<file path="config.mk">
export PLATFORM = sky130hd
export DESIGN_NAME = vc0_resource_control_status
export DESIGN_NICKNAME = d
export VERILOG_FILES = /design/src/design/vc0_ctrl_pkg.sv /design/src/design/reg_access_if.sv /design/src/design/axil_slave.sv /design/src/design/vc0_resource_control_status.sv
export SDC_FILE = /design/constraint.sdc
export NUM_CORES = 1
export LEC_CHECK = 0
export ABC_AREA = 1
export BUFFER_PORTS_ARGS = -buffer_cell sky130_fd_sc_hd__buf_2
export CAP_MARGIN = 20
export CELL_PAD_IN_SITES_DETAIL_PLACEMENT = 1
export CELL_PAD_IN_SITES_GLOBAL_PLACEMENT = 1
export CORE_UTILIZATION = 30
export DETAILED_ROUTE_END_ITERATION = 8
export HOLD_SLACK_MARGIN = 0.08
export PLACE_DENSITY = 0.86
export SLEW_MARGIN = 20
export SYNTH_ARGS = -nofsm -noshare
export SYNTH_HDL_FRONTEND = slang
export SYNTH_SLANG_ARGS = --single-unit
</file>
<file path="constraint.sdc">
create_clock -name ref_clk -period 1.3 [get_ports ref_clk]
set_input_delay 0.13 -clock ref_clk [delete_from_list [all_inputs] [get_ports ref_clk]]
set_output_delay 0.13 -clock ref_clk [all_outputs]
set_load 0.01 [all_outputs]
</file>
<file path="src/design/vc0_ctrl_pkg.sv">
// Constants for the channel 0 resource control and status register bank
package vc0_ctrl_pkg;
  // ==========================================================
  // Register byte addresses
  localparam logic [11:0] CAP_OFFSET = 12'h150;
  localparam logic [11:0] CTRL_OFFSET = 12'h154;
  localparam logic [11:0] STAT_OFFSET = 12'h158;
  localparam logic [11:0] IRQ_STAT_OFFSET = 12'h180;
  localparam logic [11:0] IRQ_MASK_OFFSET = 12'h184;
  // ==========================================================
  // Control register fields
  localparam int MAP_LSB = 0;
  localparam int LOAD_BIT = 16;
  localparam int SEL_LSB = 17;
  localparam int ID_LSB = 24;
  localparam int ENABLE_BIT = 31;
  localparam logic [7:0] MAP_RESET = 8'hFF;
  localparam logic [2:0] SEL_RESET = 3'h0;
  localparam logic [2:0] SEL_ALT = 3'h3;
  localparam logic [2:0] CHANNEL_ID = 3'h0;
  localparam logic ENABLE_RESET = 1'b1;
  // ==========================================================
  // Status and capability fields
  localparam int TABLE_STAT_BIT = 16;
  localparam int NEG_PEND_BIT = 17;
  localparam int TABLE_OFS_LSB = 24;
  localparam logic [7:0] TABLE_OFS_RESET = 8'h04;
  // ==========================================================
  // Interrupt status bits
  localparam int IRQ_WIDTH = 3;
  localparam int IRQ_LOAD_DONE = 0;
  localparam int IRQ_NEG_DONE = 1;
  localparam int IRQ_TABLE_WR = 2;
  localparam logic [IRQ_WIDTH-1:0] IRQ_MASK_RESET = 3'h0;
  // ==========================================================
  // Bus answers
  localparam logic [1:0] RESP_OKAY = 2'h0;
  localparam logic [1:0] RESP_DECERR = 2'h3;
  typedef enum logic {LOAD_IDLE, LOAD_WAIT} load_state_t;
endpackage

</file>
<file path="src/design/reg_access_if.sv">
// Register access carrier between the bus slave and the register bank
`timescale 1ns/1ps
interface reg_access_if;
  logic wrEn;
  logic [11:0] wrAddr;
  logic [31:0] wrData;
  logic [3:0] wrStrb;
  logic wrHit;
  logic [11:0] rdAddr;
  logic [31:0] rdData;
  logic rdHit;
  // ==========================================================
  // Bus side issues accesses, register side answers
  modport bus (output wrEn, output wrAddr, output wrData, output wrStrb, input wrHit,
               output rdAddr, input rdData, input rdHit);
  modport regs (input wrEn, input wrAddr, input wrData, input wrStrb, output wrHit,
                input rdAddr, output rdData, output rdHit);
endinterface

</file>
<file path="src/design/axil_slave.sv">
// AXI4-Lite slave front end that turns bus transfers into register accesses
`timescale 1ns/1ps
module axil_slave (
  input wire logic ref_clk, // System clock
  input wire logic rst, // Synchronous reset, active high
  input wire logic [11:0] awaddr, // Write address
  input wire logic awvalid, // Write address valid
  output logic awready, // Write address ready
  input wire logic [31:0] wdata, // Write data
  input wire logic [3:0] wstrb, // Write byte enables
  input wire logic wvalid, // Write data valid
  output logic wready, // Write data ready
  output logic [1:0] bresp, // Write response
  output logic bvalid, // Write response valid
  input wire logic bready, // Write response ready
  input wire logic [11:0] araddr, // Read address
  input wire logic arvalid, // Read address valid
  output logic arready, // Read address ready
  output logic [31:0] rdata, // Read data
  output logic [1:0] rresp, // Read response
  output logic rvalid, // Read response valid
  input wire logic rready, // Read response ready
  reg_access_if.bus acc // Register access carrier
);
  logic awHeld_reg;
  logic wHeld_reg;
  logic [11:0] awAddr_reg;
  logic [31:0] wData_reg;
  logic [3:0] wStrb_reg;

  // ==========================================================
  // Write channels: address and data taken in either order
  assign awready = !awHeld_reg && !bvalid;
  assign wready = !wHeld_reg && !bvalid;
  assign acc.wrEn = awHeld_reg && wHeld_reg && !bvalid;
  assign acc.wrAddr = awAddr_reg;
  assign acc.wrData = wData_reg;
  assign acc.wrStrb = wStrb_reg;

  // Capture address and data, release both once the write lands
  always_ff @(posedge ref_clk) begin
    if (rst) begin
      awHeld_reg <= 1'b0;
      wHeld_reg <= 1'b0;
      awAddr_reg <= 12'h000;
      wData_reg <= 32'h00000000;
      wStrb_reg <= 4'h0;
    end else begin
      if (awvalid && awready) begin
        awHeld_reg <= 1'b1;
        awAddr_reg <= awaddr;
      end
      if (wvalid && wready) begin
        wHeld_reg <= 1'b1;
        wData_reg <= wdata;
        wStrb_reg <= wstrb;
      end
      if (acc.wrEn) begin
        awHeld_reg <= 1'b0;
        wHeld_reg <= 1'b0;
      end
    end
  end

  // Write response, held until the master takes it
  always_ff @(posedge ref_clk) begin
    if (rst) begin
      bvalid <= 1'b0;
      bresp <= vc0_ctrl_pkg::RESP_OKAY;
    end else if (acc.wrEn) begin
      bvalid <= 1'b1;
      bresp <= acc.wrHit ? vc0_ctrl_pkg::RESP_OKAY : vc0_ctrl_pkg::RESP_DECERR;
    end else if (bready) begin
      bvalid <= 1'b0;
    end
  end

  // ==========================================================
  // Read channel: reads have no side effects, so data is taken at once
  assign arready = !rvalid;
  assign acc.rdAddr = araddr;

  // Read data registered on the same edge that takes the address
  always_ff @(posedge ref_clk) begin
    if (rst) begin
      rvalid <= 1'b0;
      rdata <= 32'h00000000;
      rresp <= vc0_ctrl_pkg::RESP_OKAY;
    end else if (arvalid && arready) begin
      rvalid <= 1'b1;
      rdata <= acc.rdHit ? acc.rdData : 32'h00000000;
      rresp <= acc.rdHit ? vc0_ctrl_pkg::RESP_OKAY : vc0_ctrl_pkg::RESP_DECERR;
    end else if (rready) begin
      rvalid <= 1'b0;
    end
  end
endmodule

</file>
<file path="src/design/vc0_resource_control_status.sv">
// Channel 0 resource control and status registers with AXI4-Lite access
//
// What this block does
// An 8-bit class-to-channel map, one bit per traffic class, resets to all ones.
// A map value fetched during serial EEPROM autoload replaces the map's reset default.
// Writing one to the table load bit starts a transfer of the table into live hardware.
// The table load bit always reads back as zero.
// The 3-bit scheme selector keeps only the two legal codes, anything else becomes default.
// A 3-bit read-only channel identifier reads as zero.
// The top control bit enables the channel when one, disables it when zero, reset one.
// Any software write to an arbitration table entry sets the table-status flag.
// The table-status flag clears only when a requested table load has finished.
// The negotiation-pending flag is set while negotiation runs and clears when it ends.
// The table location reads as offset 04h in 16-byte units from the capability base.
// Reserved bits read as zero and writes to them have no effect.
//
// Design decision made here: the AXI4-Lite register port.
`timescale 1ns/1ps
module vc0_resource_control_status (
  input wire logic ref_clk, // System clock, 100 MHz
  input wire logic rst, // Synchronous reset, active high
  input wire logic [11:0] awaddr, // AXI write address
  input wire logic awvalid, // AXI write address valid
  output logic awready, // AXI write address ready
  input wire logic [31:0] wdata, // AXI write data
  input wire logic [3:0] wstrb, // AXI write byte enables
  input wire logic wvalid, // AXI write data valid
  output logic wready, // AXI write data ready
  output logic [1:0] bresp, // AXI write response
  output logic bvalid, // AXI write response valid
  input wire logic bready, // AXI write response ready
  input wire logic [11:0] araddr, // AXI read address
  input wire logic arvalid, // AXI read address valid
  output logic arready, // AXI read address ready
  output logic [31:0] rdata, // AXI read data
  output logic [1:0] rresp, // AXI read response
  output logic rvalid, // AXI read response valid
  input wire logic rready, // AXI read response ready
  input wire logic eepromMapValid, // Autoload map value strobe
  input wire logic [7:0] eepromMapData, // Autoload map value
  input wire logic tableEntryWrite, // Software wrote a table entry
  input wire logic tableLoadDone, // Arbiter finished loading the table
  input wire logic negotiationBusy, // Channel negotiation in progress
  output logic [7:0] classToChannelMap, // Classes mapped to this channel
  output logic [2:0] arbSchemeSelect, // Active arbitration scheme
  output logic channelEnable, // Channel enabled
  output logic tableLoadStart, // One-cycle table load request
  output logic irq // Level interrupt
);
  reg_access_if acc ();

  logic [7:0] map_reg;
  logic [2:0] select_reg;
  logic enable_reg;
  logic loadStart_reg;
  logic tableStatus_reg;
  logic tableStatus_next;
  logic negPending_reg;
  logic [vc0_ctrl_pkg::IRQ_WIDTH-1:0] irqStatus_reg;
  logic [vc0_ctrl_pkg::IRQ_WIDTH-1:0] irqStatus_next;
  logic [vc0_ctrl_pkg::IRQ_WIDTH-1:0] irqMask_reg;
  logic [vc0_ctrl_pkg::IRQ_WIDTH-1:0] irqEvents;
  vc0_ctrl_pkg::load_state_t loadState_reg;
  logic ctrlWrite;
  logic loadRequest;
  logic loadFinish;
  logic negComplete;

  // ==========================================================
  // Helper functions
  // Illegal scheme codes collapse to the default
  function automatic logic [2:0] legalScheme(input logic [2:0] code);
    legalScheme = (code == vc0_ctrl_pkg::SEL_ALT) ? vc0_ctrl_pkg::SEL_ALT
                                                  : vc0_ctrl_pkg::SEL_RESET;
  endfunction

  // Write-one-to-clear on the low bits, masked by byte lane 0
  function automatic logic [vc0_ctrl_pkg::IRQ_WIDTH-1:0] lowField(
    input logic [31:0] data,
    input logic [3:0] strb
  );
    lowField = strb[0] ? data[vc0_ctrl_pkg::IRQ_WIDTH-1:0] : '0;
  endfunction

  // ==========================================================
  // Bus front end
  axil_slave u_axil_slave (
    .ref_clk(ref_clk),
    .rst(rst),
    .awaddr(awaddr),
    .awvalid(awvalid),
    .awready(awready),
    .wdata(wdata),
    .wstrb(wstrb),
    .wvalid(wvalid),
    .wready(wready),
    .bresp(bresp),
    .bvalid(bvalid),
    .bready(bready),
    .araddr(araddr),
    .arvalid(arvalid),
    .arready(arready),
    .rdata(rdata),
    .rresp(rresp),
    .rvalid(rvalid),
    .rready(rready),
    .acc(acc.bus)
  );

  // ==========================================================
  // Address decode
  assign ctrlWrite = acc.wrEn && (acc.wrAddr == vc0_ctrl_pkg::CTRL_OFFSET);
  assign acc.wrHit = (acc.wrAddr == vc0_ctrl_pkg::CAP_OFFSET) ||
                     (acc.wrAddr == vc0_ctrl_pkg::CTRL_OFFSET) ||
                     (acc.wrAddr == vc0_ctrl_pkg::STAT_OFFSET) ||
                     (acc.wrAddr == vc0_ctrl_pkg::IRQ_STAT_OFFSET) ||
                     (acc.wrAddr == vc0_ctrl_pkg::IRQ_MASK_OFFSET);

  // ==========================================================
  // Class-to-channel map
  // Software write wins over an autoload arriving in the same cycle
  always_ff @(posedge ref_clk) begin
    if (rst) begin
      map_reg <= vc0_ctrl_pkg::MAP_RESET;
    end else if (ctrlWrite && acc.wrStrb[0]) begin
      map_reg <= acc.wrData[vc0_ctrl_pkg::MAP_LSB +: 8];
    end else if (eepromMapValid) begin
      map_reg <= eepromMapData;
    end
  end

  // Scheme selector and channel enable, each on its own byte lane
  always_ff @(posedge ref_clk) begin
    if (rst) begin
      select_reg <= vc0_ctrl_pkg::SEL_RESET;
      enable_reg <= vc0_ctrl_pkg::ENABLE_RESET;
    end else if (ctrlWrite) begin
      if (acc.wrStrb[2]) begin
        select_reg <= legalScheme(acc.wrData[vc0_ctrl_pkg::SEL_LSB +: 3]);
      end
      if (acc.wrStrb[3]) begin
        enable_reg <= acc.wrData[vc0_ctrl_pkg::ENABLE_BIT];
      end
    end
  end

  // ==========================================================
  // Table load sequencing
  // A second request during a load is dropped; the first load covers it
  assign loadRequest = ctrlWrite && acc.wrStrb[2] && acc.wrData[vc0_ctrl_pkg::LOAD_BIT];
  assign loadFinish = (loadState_reg == vc0_ctrl_pkg::LOAD_WAIT) && tableLoadDone;

  // Load state machine and one-cycle start pulse
  always_ff @(posedge ref_clk) begin
    if (rst) begin
      loadState_reg <= vc0_ctrl_pkg::LOAD_IDLE;
      loadStart_reg <= 1'b0;
    end else begin
      loadStart_reg <= 1'b0;
      unique case (loadState_reg)
        vc0_ctrl_pkg::LOAD_IDLE: begin
          if (loadRequest) begin
            loadStart_reg <= 1'b1;
            loadState_reg <= vc0_ctrl_pkg::LOAD_WAIT;
          end
        end
        vc0_ctrl_pkg::LOAD_WAIT: begin
          if (tableLoadDone) begin
            loadState_reg <= vc0_ctrl_pkg::LOAD_IDLE;
          end
        end
      endcase
    end
  end

  // Table status: a fresh entry write beats a finishing load
  always_comb begin
    tableStatus_next = tableStatus_reg;
    if (loadFinish) begin
      tableStatus_next = 1'b0;
    end
    if (tableEntryWrite) begin
      tableStatus_next = 1'b1;
    end
  end

  // Table status flag
  always_ff @(posedge ref_clk) begin
    if (rst) begin
      tableStatus_reg <= 1'b0;
    end else begin
      tableStatus_reg <= tableStatus_next;
    end
  end

  // ==========================================================
  // Negotiation tracking
  // Flag follows the negotiation engine one cycle late
  always_ff @(posedge ref_clk) begin
    if (rst) begin
      negPending_reg <= 1'b0;
    end else begin
      negPending_reg <= negotiationBusy;
    end
  end

  assign negComplete = negPending_reg && !negotiationBusy;

  // ==========================================================
  // Interrupts: sticky status, set wins over a write-one clear
  assign irqEvents[vc0_ctrl_pkg::IRQ_LOAD_DONE] = loadFinish;
  assign irqEvents[vc0_ctrl_pkg::IRQ_NEG_DONE] = negComplete;
  assign irqEvents[vc0_ctrl_pkg::IRQ_TABLE_WR] = tableEntryWrite;

  // Next interrupt status
  always_comb begin
    irqStatus_next = irqStatus_reg;
    if (acc.wrEn && (acc.wrAddr == vc0_ctrl_pkg::IRQ_STAT_OFFSET)) begin
      irqStatus_next = irqStatus_reg & ~lowField(acc.wrData, acc.wrStrb);
    end
    irqStatus_next = irqStatus_next | irqEvents;
  end

  // Interrupt status and mask registers
  always_ff @(posedge ref_clk) begin
    if (rst) begin
      irqStatus_reg <= '0;
      irqMask_reg <= vc0_ctrl_pkg::IRQ_MASK_RESET;
    end else begin
      irqStatus_reg <= irqStatus_next;
      if (acc.wrEn && (acc.wrAddr == vc0_ctrl_pkg::IRQ_MASK_OFFSET) && acc.wrStrb[0]) begin
        irqMask_reg <= acc.wrData[vc0_ctrl_pkg::IRQ_WIDTH-1:0];
      end
    end
  end

  assign irq = |(irqStatus_reg & irqMask_reg);

  // ==========================================================
  // Read mux; unlisted bits stay zero
  always_comb begin
    acc.rdData = 32'h00000000;
    acc.rdHit = 1'b1;
    unique case (acc.rdAddr)
      vc0_ctrl_pkg::CAP_OFFSET: begin
        acc.rdData[vc0_ctrl_pkg::TABLE_OFS_LSB +: 8] = vc0_ctrl_pkg::TABLE_OFS_RESET;
      end
      vc0_ctrl_pkg::CTRL_OFFSET: begin
        acc.rdData[vc0_ctrl_pkg::MAP_LSB +: 8] = map_reg;
        acc.rdData[vc0_ctrl_pkg::LOAD_BIT] = 1'b0;
        acc.rdData[vc0_ctrl_pkg::SEL_LSB +: 3] = select_reg;
        acc.rdData[vc0_ctrl_pkg::ID_LSB +: 3] = vc0_ctrl_pkg::CHANNEL_ID;
        acc.rdData[vc0_ctrl_pkg::ENABLE_BIT] = enable_reg;
      end
      vc0_ctrl_pkg::STAT_OFFSET: begin
        acc.rdData[vc0_ctrl_pkg::TABLE_STAT_BIT] = tableStatus_reg;
        acc.rdData[vc0_ctrl_pkg::NEG_PEND_BIT] = negPending_reg;
      end
      vc0_ctrl_pkg::IRQ_STAT_OFFSET: begin
        acc.rdData[vc0_ctrl_pkg::IRQ_WIDTH-1:0] = irqStatus_reg;
      end
      vc0_ctrl_pkg::IRQ_MASK_OFFSET: begin
        acc.rdData[vc0_ctrl_pkg::IRQ_WIDTH-1:0] = irqMask_reg;
      end
      default: begin
        acc.rdHit = 1'b0;
      end
    endcase
  end

  // ==========================================================
  // Outputs, all straight from flip-flops
  assign classToChannelMap = map_reg;
  assign arbSchemeSelect = select_reg;
  assign channelEnable = enable_reg;
  assign tableLoadStart = loadStart_reg;

  // ==========================================================
  // Checks
  map_reset_a: assert property (
    @(posedge ref_clk) rst |=> (classToChannelMap == vc0_ctrl_pkg::MAP_RESET))
    else $error("map not all ones after reset");

  eeprom_load_a: assert property (
    @(posedge ref_clk) disable iff (rst)
    (eepromMapValid && !(ctrlWrite && acc.wrStrb[0]))
    |=> (classToChannelMap == $past(eepromMapData)))
    else $error("autoload value not taken into map");

  load_pulse_a: assert property (
    @(posedge ref_clk) disable iff (rst)
    (loadRequest && (loadState_reg == vc0_ctrl_pkg::LOAD_IDLE))
    |=> tableLoadStart ##1 !tableLoadStart)
    else $error("load request did not give one start pulse");

  load_reads_zero_a: assert property (
    @(posedge ref_clk) disable iff (rst)
    (arvalid && arready && (araddr == vc0_ctrl_pkg::CTRL_OFFSET))
    |=> !rdata[vc0_ctrl_pkg::LOAD_BIT])
    else $error("load bit read back as one");

  scheme_legal_a: assert property (
    @(posedge ref_clk) disable iff (rst)
    ctrlWrite && acc.wrStrb[2] && (acc.wrData[vc0_ctrl_pkg::SEL_LSB +: 3] != 3'h3)
    |=> (arbSchemeSelect == vc0_ctrl_pkg::SEL_RESET))
    else $error("illegal scheme code not forced to default");

  channel_id_a: assert property (
    @(posedge ref_clk) disable iff (rst)
    (arvalid && arready && (araddr == vc0_ctrl_pkg::CTRL_OFFSET))
    |=> (rdata[vc0_ctrl_pkg::ID_LSB +: 3] == 3'h0) && rvalid)
    else $error("channel identifier not zero");

  enable_write_a: assert property (
    @(posedge ref_clk) disable iff (rst)
    (ctrlWrite && acc.wrStrb[3])
    |=> (channelEnable == $past(acc.wrData[vc0_ctrl_pkg::ENABLE_BIT])))
    else $error("enable bit not written");

  table_set_a: assert property (
    @(posedge ref_clk) disable iff (rst)
    tableEntryWrite |=> tableStatus_reg)
    else $error("table write did not set status");

  table_hold_a: assert property (
    @(posedge ref_clk) disable iff (rst)
    (tableStatus_reg && !(loadState_reg == vc0_ctrl_pkg::LOAD_WAIT && tableLoadDone))
    |=> tableStatus_reg)
    else $error("table status cleared without finished load");

  neg_done_a: assert property (
    @(posedge ref_clk) disable iff (rst)
    (negotiationBusy ##1 !negotiationBusy)
    |=> !negPending_reg && irqStatus_reg[vc0_ctrl_pkg::IRQ_NEG_DONE])
    else $error("negotiation end not reflected");

  table_offset_a: assert property (
    @(posedge ref_clk) disable iff (rst)
    (arvalid && arready && (araddr == vc0_ctrl_pkg::CAP_OFFSET))
    |=> (rdata[31:24] == 8'h04))
    else $error("table offset not 04h");

  reserved_zero_a: assert property (
    @(posedge ref_clk) disable iff (rst)
    (arvalid && arready && (araddr == vc0_ctrl_pkg::STAT_OFFSET))
    |=> (rdata[15:0] == 16'h0000) && (rdata[31:18] == 14'h0000))
    else $error("reserved status bits not zero");
endmodule

</file>
* Word level (Yosys, flattened, before mapping) *
Cells that the tools add are included.

storage, ports and cells
  flip-flop bits (word level) = 110
  input bits = 79
  output and inout bits = 55
  word-level logic and storage cells = 94

operators by class
  equal/unequal tests = 11
  muxes and demuxes = 24
  bitwise gates (word level) = 5
  reduce and logical (&&, ||, !) cells = 35

operators by type and width
  cell                   count
  $eq A12 B9 Y1 const B  10
  $mux W32               1
  $logic_and A1 B1 Y1    16
  $mux W8                2
  $mux W1                10
  $mux W3                3
  $pmux W3 S3            1
  $mux W2                4
  $reduce_bool A2 Y1     4
  $and A3 B3 Y3          2
  $logic_not A1 Y1       5
  $mux W5                1
  $reduce_or A5 Y1       1
  $logic_or A1 B1 Y1     4
  $pmux W2 S2            1
  $reduce_and A2 Y1      2
  $reduce_or A2 Y1       2
  $eq A3 B2 Y1 const B   1
  $not A3 Y3             1
  $or A3 B3 Y3           1
  $reduce_or A3 Y1       1
  $pmux W1 S2            1
  $not A1 Y1             1

* Longest topological paths before layout *
  depth in word-level cells = 7
  mapped depth = 10
  gate-level depth less buffers = 10

* Modules after synthesis *
A second synthesis with hierarchy kept.

second synthesis, totals
  cell total of the unflattened synthesis = 839
  area, all modules = 5297.6 um^2

by module, submodules not included
  module                       times used  cells an instance  area each (um^2)  seq. area each (um^2)
  axil_slave                   1           598                3875.0            1721.7
  vc0_resource_control_status  1           241                1422.6            400.4

* Least setup slack after synthesis *
OpenSTA, ideal clock, no wires.

  path type = reg-to-reg
  start point = reg u_axil_slave.bvalid
  end point = reg map_reg[0], in the netlist classToChannelMap[0]
  library setup time = 0.112 ns
  data arrival time = 1.146 ns
  data required time = 1.188 ns
  path slack = 0.042 ns
  cell stages (with the launch flop) = 10
  period minus slack after synthesis = 1.258 ns
  cells stage by stage = dfxtp_1 -> nor2_4 -> nand2_4 -> nor2_4 -> nand3_2 -> buf_6 -> nand3_1 -> nand2_1 -> clkinv_1 -> nand2_1

between the ends
  longest elaborated chain between the ends = 5
  elaborated cells between the ends (all ways) = 6
  classes of those cells = mux (1); reduce/logical (5)

RTL lines
  element                                               RTL line                            source
  from (decl)                                           axil_slave.sv:14                    output logic bvalid,
  from (signal assigned)                                axil_slave.sv:68                    bvalid <= 1'b0;
  from (signal assigned)                                axil_slave.sv:71                    bvalid <= 1'b1;
  from (signal assigned)                                axil_slave.sv:74                    bvalid <= 1'b0;
  $logic_not A1 Y1 *                                    axil_slave.sv:35                    assign acc.wrEn = awHeld_reg && wHeld_reg && !bvalid;
  $logic_and A1 B1 Y1 *                                 axil_slave.sv:35
  $logic_and A1 B1 Y1 *                                 vc0_resource_control_status.sv:112  assign ctrlWrite = acc.wrEn && (acc.wrAddr == vc0_ctrl_pkg::CTRL_OFFSET);
  $logic_and A1 B1 Y1 *                                 vc0_resource_control_status.sv:125  end else if (ctrlWrite && acc.wrStrb[0]) begin
  $mux W8 / $reduce_bool A2 Y1 (equally long branches)  n/a
  to (signal assigned)                                  vc0_resource_control_status.sv:124  map_reg <= vc0_ctrl_pkg::MAP_RESET;
  to (signal assigned)                                  vc0_resource_control_status.sv:126  map_reg <= acc.wrData[vc0_ctrl_pkg::MAP_LSB +: 8];
  to (signal assigned)                                  vc0_resource_control_status.sv:128  map_reg <= eepromMapData;
  to (decl)                                             vc0_resource_control_status.sv:52   logic [7:0] map_reg;

Mark *: on every way between the ends. The rest lies on a longest branch, timed or not.
A chain may end at the register's enable or synchronous reset.

* Worst setup path after layout *
  start point = reg u_axil_slave.awAddr_reg[7], in the netlist u_axil_slave.acc.wrAddr[7]
  end point = reg loadState_reg

between the ends
  longest elaborated chain between the ends = 6

RTL lines
  element                           RTL line                            source
  from (decl)                       axil_slave.sv:27                    logic [11:0] awAddr_reg;
  from (signal assigned)            axil_slave.sv:51                    awAddr_reg <= awaddr;
  $eq A12 B9 Y1                     vc0_resource_control_status.sv:112
  $logic_and A1 B1 Y1               vc0_resource_control_status.sv:112
  $logic_and A1 B1 Y1 (2 in a row)  vc0_resource_control_status.sv:150  assign loadRequest = ctrlWrite && acc.wrStrb[2] && acc.wrData[vc0_ctrl_pkg::LOAD_BIT];
  $mux W1                           vc0_resource_control_status.sv:162  if (loadRequest) begin
  $pmux W1 S2                       vc0_resource_control_status.sv:160  unique case (loadState_reg)
  to (signal assigned)              vc0_resource_control_status.sv:156  loadState_reg <= vc0_ctrl_pkg::LOAD_IDLE;
  to (signal assigned)              vc0_resource_control_status.sv:164  loadState_reg <= vc0_ctrl_pkg::LOAD_WAIT;
  to (signal assigned)              vc0_resource_control_status.sv:169  loadState_reg <= vc0_ctrl_pkg::LOAD_IDLE;
  to (decl)                         vc0_resource_control_status.sv:63   vc0_ctrl_pkg::load_state_t loadState_reg;

No other way between the ends.

==> results.md <==
* Fin crit period at approximately 1.5 ns
* Gr busiest metal: met2
* Largest net degree at the start of global routing at 43
* Pwr/cell area at about 1100 nW/um^2
* Synth Area in Compound Gates at between 10% and 20%
* Dominant cell type by area after synthesis: dfxtp_1
* CP Launch Point: u_axil_slave.acc.wrAddr[7]$_SDFFE_PP0P_
* DR pass1 iterations at 4
* Layout cells sized above 1 at 32.0%
* I/O pin total at 134
* Total Routing Usage GR at 18.5%
* Pins Over Slew Limit at 0
* Finished layout cell area at 4330 sq um
* Yosys reg bits at 67
* Grt met2 use at 33.9%
* Simple-Gate Fraction of Synth Area at about 30%
* Psw at 1.38 mW
* Initial antenna violation count at 0
* # diodes at 0
* Clk pin slew, worst setup/hold paths at 0.07 ns
* Layout area overhead at 39.1%
* Clock Path Buffers at 2
* Part of the power in the clock network at between 30% and 40%
* Largest stage delay, worst path at approximately 0.37 ns
* EDFF count, synth at 0
* Filler cell count at 1290
* Place WS at -0.0823 ns
* TritonCTS buffer count at 9
* Initial DRC count at 136
* Most frequent cell after synthesis: dfxtp_1
* Largest family of logic cells by synthesized area: simple AND/OR/NAND/NOR gates
* Post-Place Cell Area at between 3000 and 4000 sq um
* Sequential share of power at about 49%
* WP data arrival at 1.77 ns
* Critical path required time at 1.59 ns
* Status: finished with violations
* Area contributors post-synth: dfxtp_1, nand2_1, nor2_1
* Final RePlAce weighted congestion at 0.759
* Hold Path Class: in2reg
* Routing usage on met1 at 20.6%
* Final setup margin at -0.178 ns
* Critical R2R Launch: u_axil_slave.acc.wrAddr[7]$_SDFFE_PP0P_
* Final hold vios at 0
* Post-DP HPWL at 6950 um
* Post-synthesis mux area share at 0%
* Most frequent cells after synthesis: dfxtp_1, nand2_1, nor2_1, nand3_1, o21ai_0
* Max stage delay cell, worst path: dfxtp_4
* Clk sinks at 67
* Yosys cell types at 29
* Sw frac at between 20% and 30%
* FP Rows at 36
* Fin Clk Skew at between 0.008 and 0.009 ns
* Synthesized area at 3110 sq um
* Final #Nets at around 630
* Die Area at 10800 sq um
* Hold depth at 3
* RSZ-0062 raised after global routing: yes
* Failing checks: negative setup slack
* Commonest register cell after synthesis: dfxtp_1
* Worst reg2reg setup slack at -0.18 ns
* Critical Path Sink: loadState_reg$_SDFF_PP0_
* Port bufs at between 90 and 100
* Finished Layout Cells at between 600 and 700
* Synth Area in XOR/XNOR at 0%
* Synth Area in Adders at 0%
* Area share of the largest cell type after synthesis at 43.1%
* M3 GR Usage at 3.70%
* Most common cell on crit path: nor2_4
* Maximum vdd drop at 0.455 mV
* Vias/cell at roughly 4.6
* Core box area at slightly below 10000 sq um
* Crit end category: flop
* Worst Reg-to-Reg Cells at 8
* Fin Setup TNS at -2.20 ns
* Achievable Freq at a little under 0.7 GHz
* H-tree depth at 3
* Asr flop ratio synth at 0%
* Crit Path Max Fanout at 7
* Mapped Cells at 422
* Ys Warns at 0
* Sequential share of the synthesized area at a little over two fifths
* Total gr overflow at 0
* Via count at approximately 3.2k
* Drt total wl at 10000 um
* Chip Height at 104 um
* First-pass GRT wire length at 16000 um
* Share of the clock period used by the worst path at 114%
* CP Class: reg2reg
* Crit path cell chain: nor2_4 -> nand3_2 -> nor2_4 -> buf_6 -> nand2_8 -> nor2_8 -> nand3_4 -> a21oi_2
* DRC at 0
* Placed Instances at about 650
* Initial core utilization at 31.4%
* Wire length per cell at between 10 and 15 um
* Die width at just over 100 um
* CTS tree: built
* Post-Syn Area per Cell at 7.38 sq um
* Leak at 2.06 nW
* Final setup violating endpoints at 20
* Logic gate share of total power at 17.6%
* Clk Latency, worst-skew pair at 0.35 ns
* Root buffer cell: clkbuf_8
* Max-Cap Viols at 0
* ANT nets after route at 0
* Int Pwr at 3.35 mW
* RR Endpoint: loadState_reg$_SDFF_PP0_
* Vias in the first global route at 3381
* Worst setup SP type: flop
metrics by stage:
| step | hold WS (ns) | power [mW] | util (%) |
|---|---|---|---|
| finish | 0.0759 | 4.73 | 43.7 |
| detailed placement | 0.361 | 3.08 | 37.4 |
| global placement | 0.360 | 3.03 | 37.4 |
| CTS | 0.0825 | 4.71 | 43.0 |
| floorplan | 0.200 | 2.80 | - |
| global route | 0.0947 | 4.95 | 43.7 |
area by class of cell:
cell class / instances / area (sq um) / share of cell area [%]
tap: 133 / 166 / 3.84
multi-input combinational: 297 / 1540 / 35.5
inverter: 37 / 139 / 3.21
timing repair buffer: 142 / 966 / 22.3
clock buffer: 14 / 163 / 3.75
clock inverter: 2 / 10.0 / 0.231
sequential: 67 / 1350 / 31.1
cells by family after synthesis:
logic type,after synthesis
buffers and inverters,77
flip-flops,67
AND/OR/NAND/NOR,199
other,1
AO/OA/AOI/OAI,78
worst min-delay path by stage:
stage,startpoint,to
6_report,awaddr[9],u_axil_slave.acc.wrAddr[9]$_SDFFE_PP0P_
3_3_place_gp,negotiationBusy,negPending_reg$_SDFF_PP0_
2_1_floorplan,rst,irqMask_reg[0]$_SDFFE_PP0P_
4_1_cts,awaddr[6],u_axil_slave.acc.wrAddr[6]$_SDFFE_PP0P_
3_5_place_dp,negotiationBusy,negPending_reg$_SDFF_PP0_
5_1_grt,awaddr[5],u_axil_slave.acc.wrAddr[5]$_SDFFE_PP0P_
metal layers:
metal	up-vias	part of all wire, %
met5	-	0
met4	0	2.8
li1	1589	-
met3	24	3.8
met2	88	51
met1	1490	42
what timing repair did:
item,CTS,global route
endpoints found under the setup margin,17,35
gates cloned,2,0
buffers inserted,4,1
pin swaps,2,8
resized for setup,18,17
hold endpoints to repair,26,0
hold buffers,24,0
critical path: cells and delay by family (launching register included):
kind	cells	cell delay (ns)
buf+inv	1	0.14
flops	1	0.37
simple gates	6	0.76
compound gates	1	0.14
power by group through the flow:
stage | logic (mW) | clock network (mW) | registers, mW
4_1_cts | 0.804 | 1.59 | 2.32
5_1_grt | 0.920 | 1.69 | 2.34
3_5_place_dp | 0.723 | 0 | 2.35
6_report | 0.830 | 1.57 | 2.32
3_3_place_gp | 0.687 | 0 | 2.34
2_1_floorplan | 0.454 | 0 | 2.35
placed cells by master (no fill, tap or decap), types with 3 or more instances in the layout:
cell type,instances
o21ai_1,8
nand3_2,4
clkbuf_1,3
nor2_1,59
nand4_1,4
buf_4,19
inv_2,5
nand2_2,4
inv_1,30
clkbuf_8,11
nand2_1,61
o21ai_0,33
nor2_4,8
dfxtp_2,3
nand3_1,41
nor3_2,7
a21oi_1,27
dlygate4sd3_1,24
dfxtp_1,63
conb_1,20
buf_2,93
o21ai_2,6
Power figures use the tool's default switching activity.
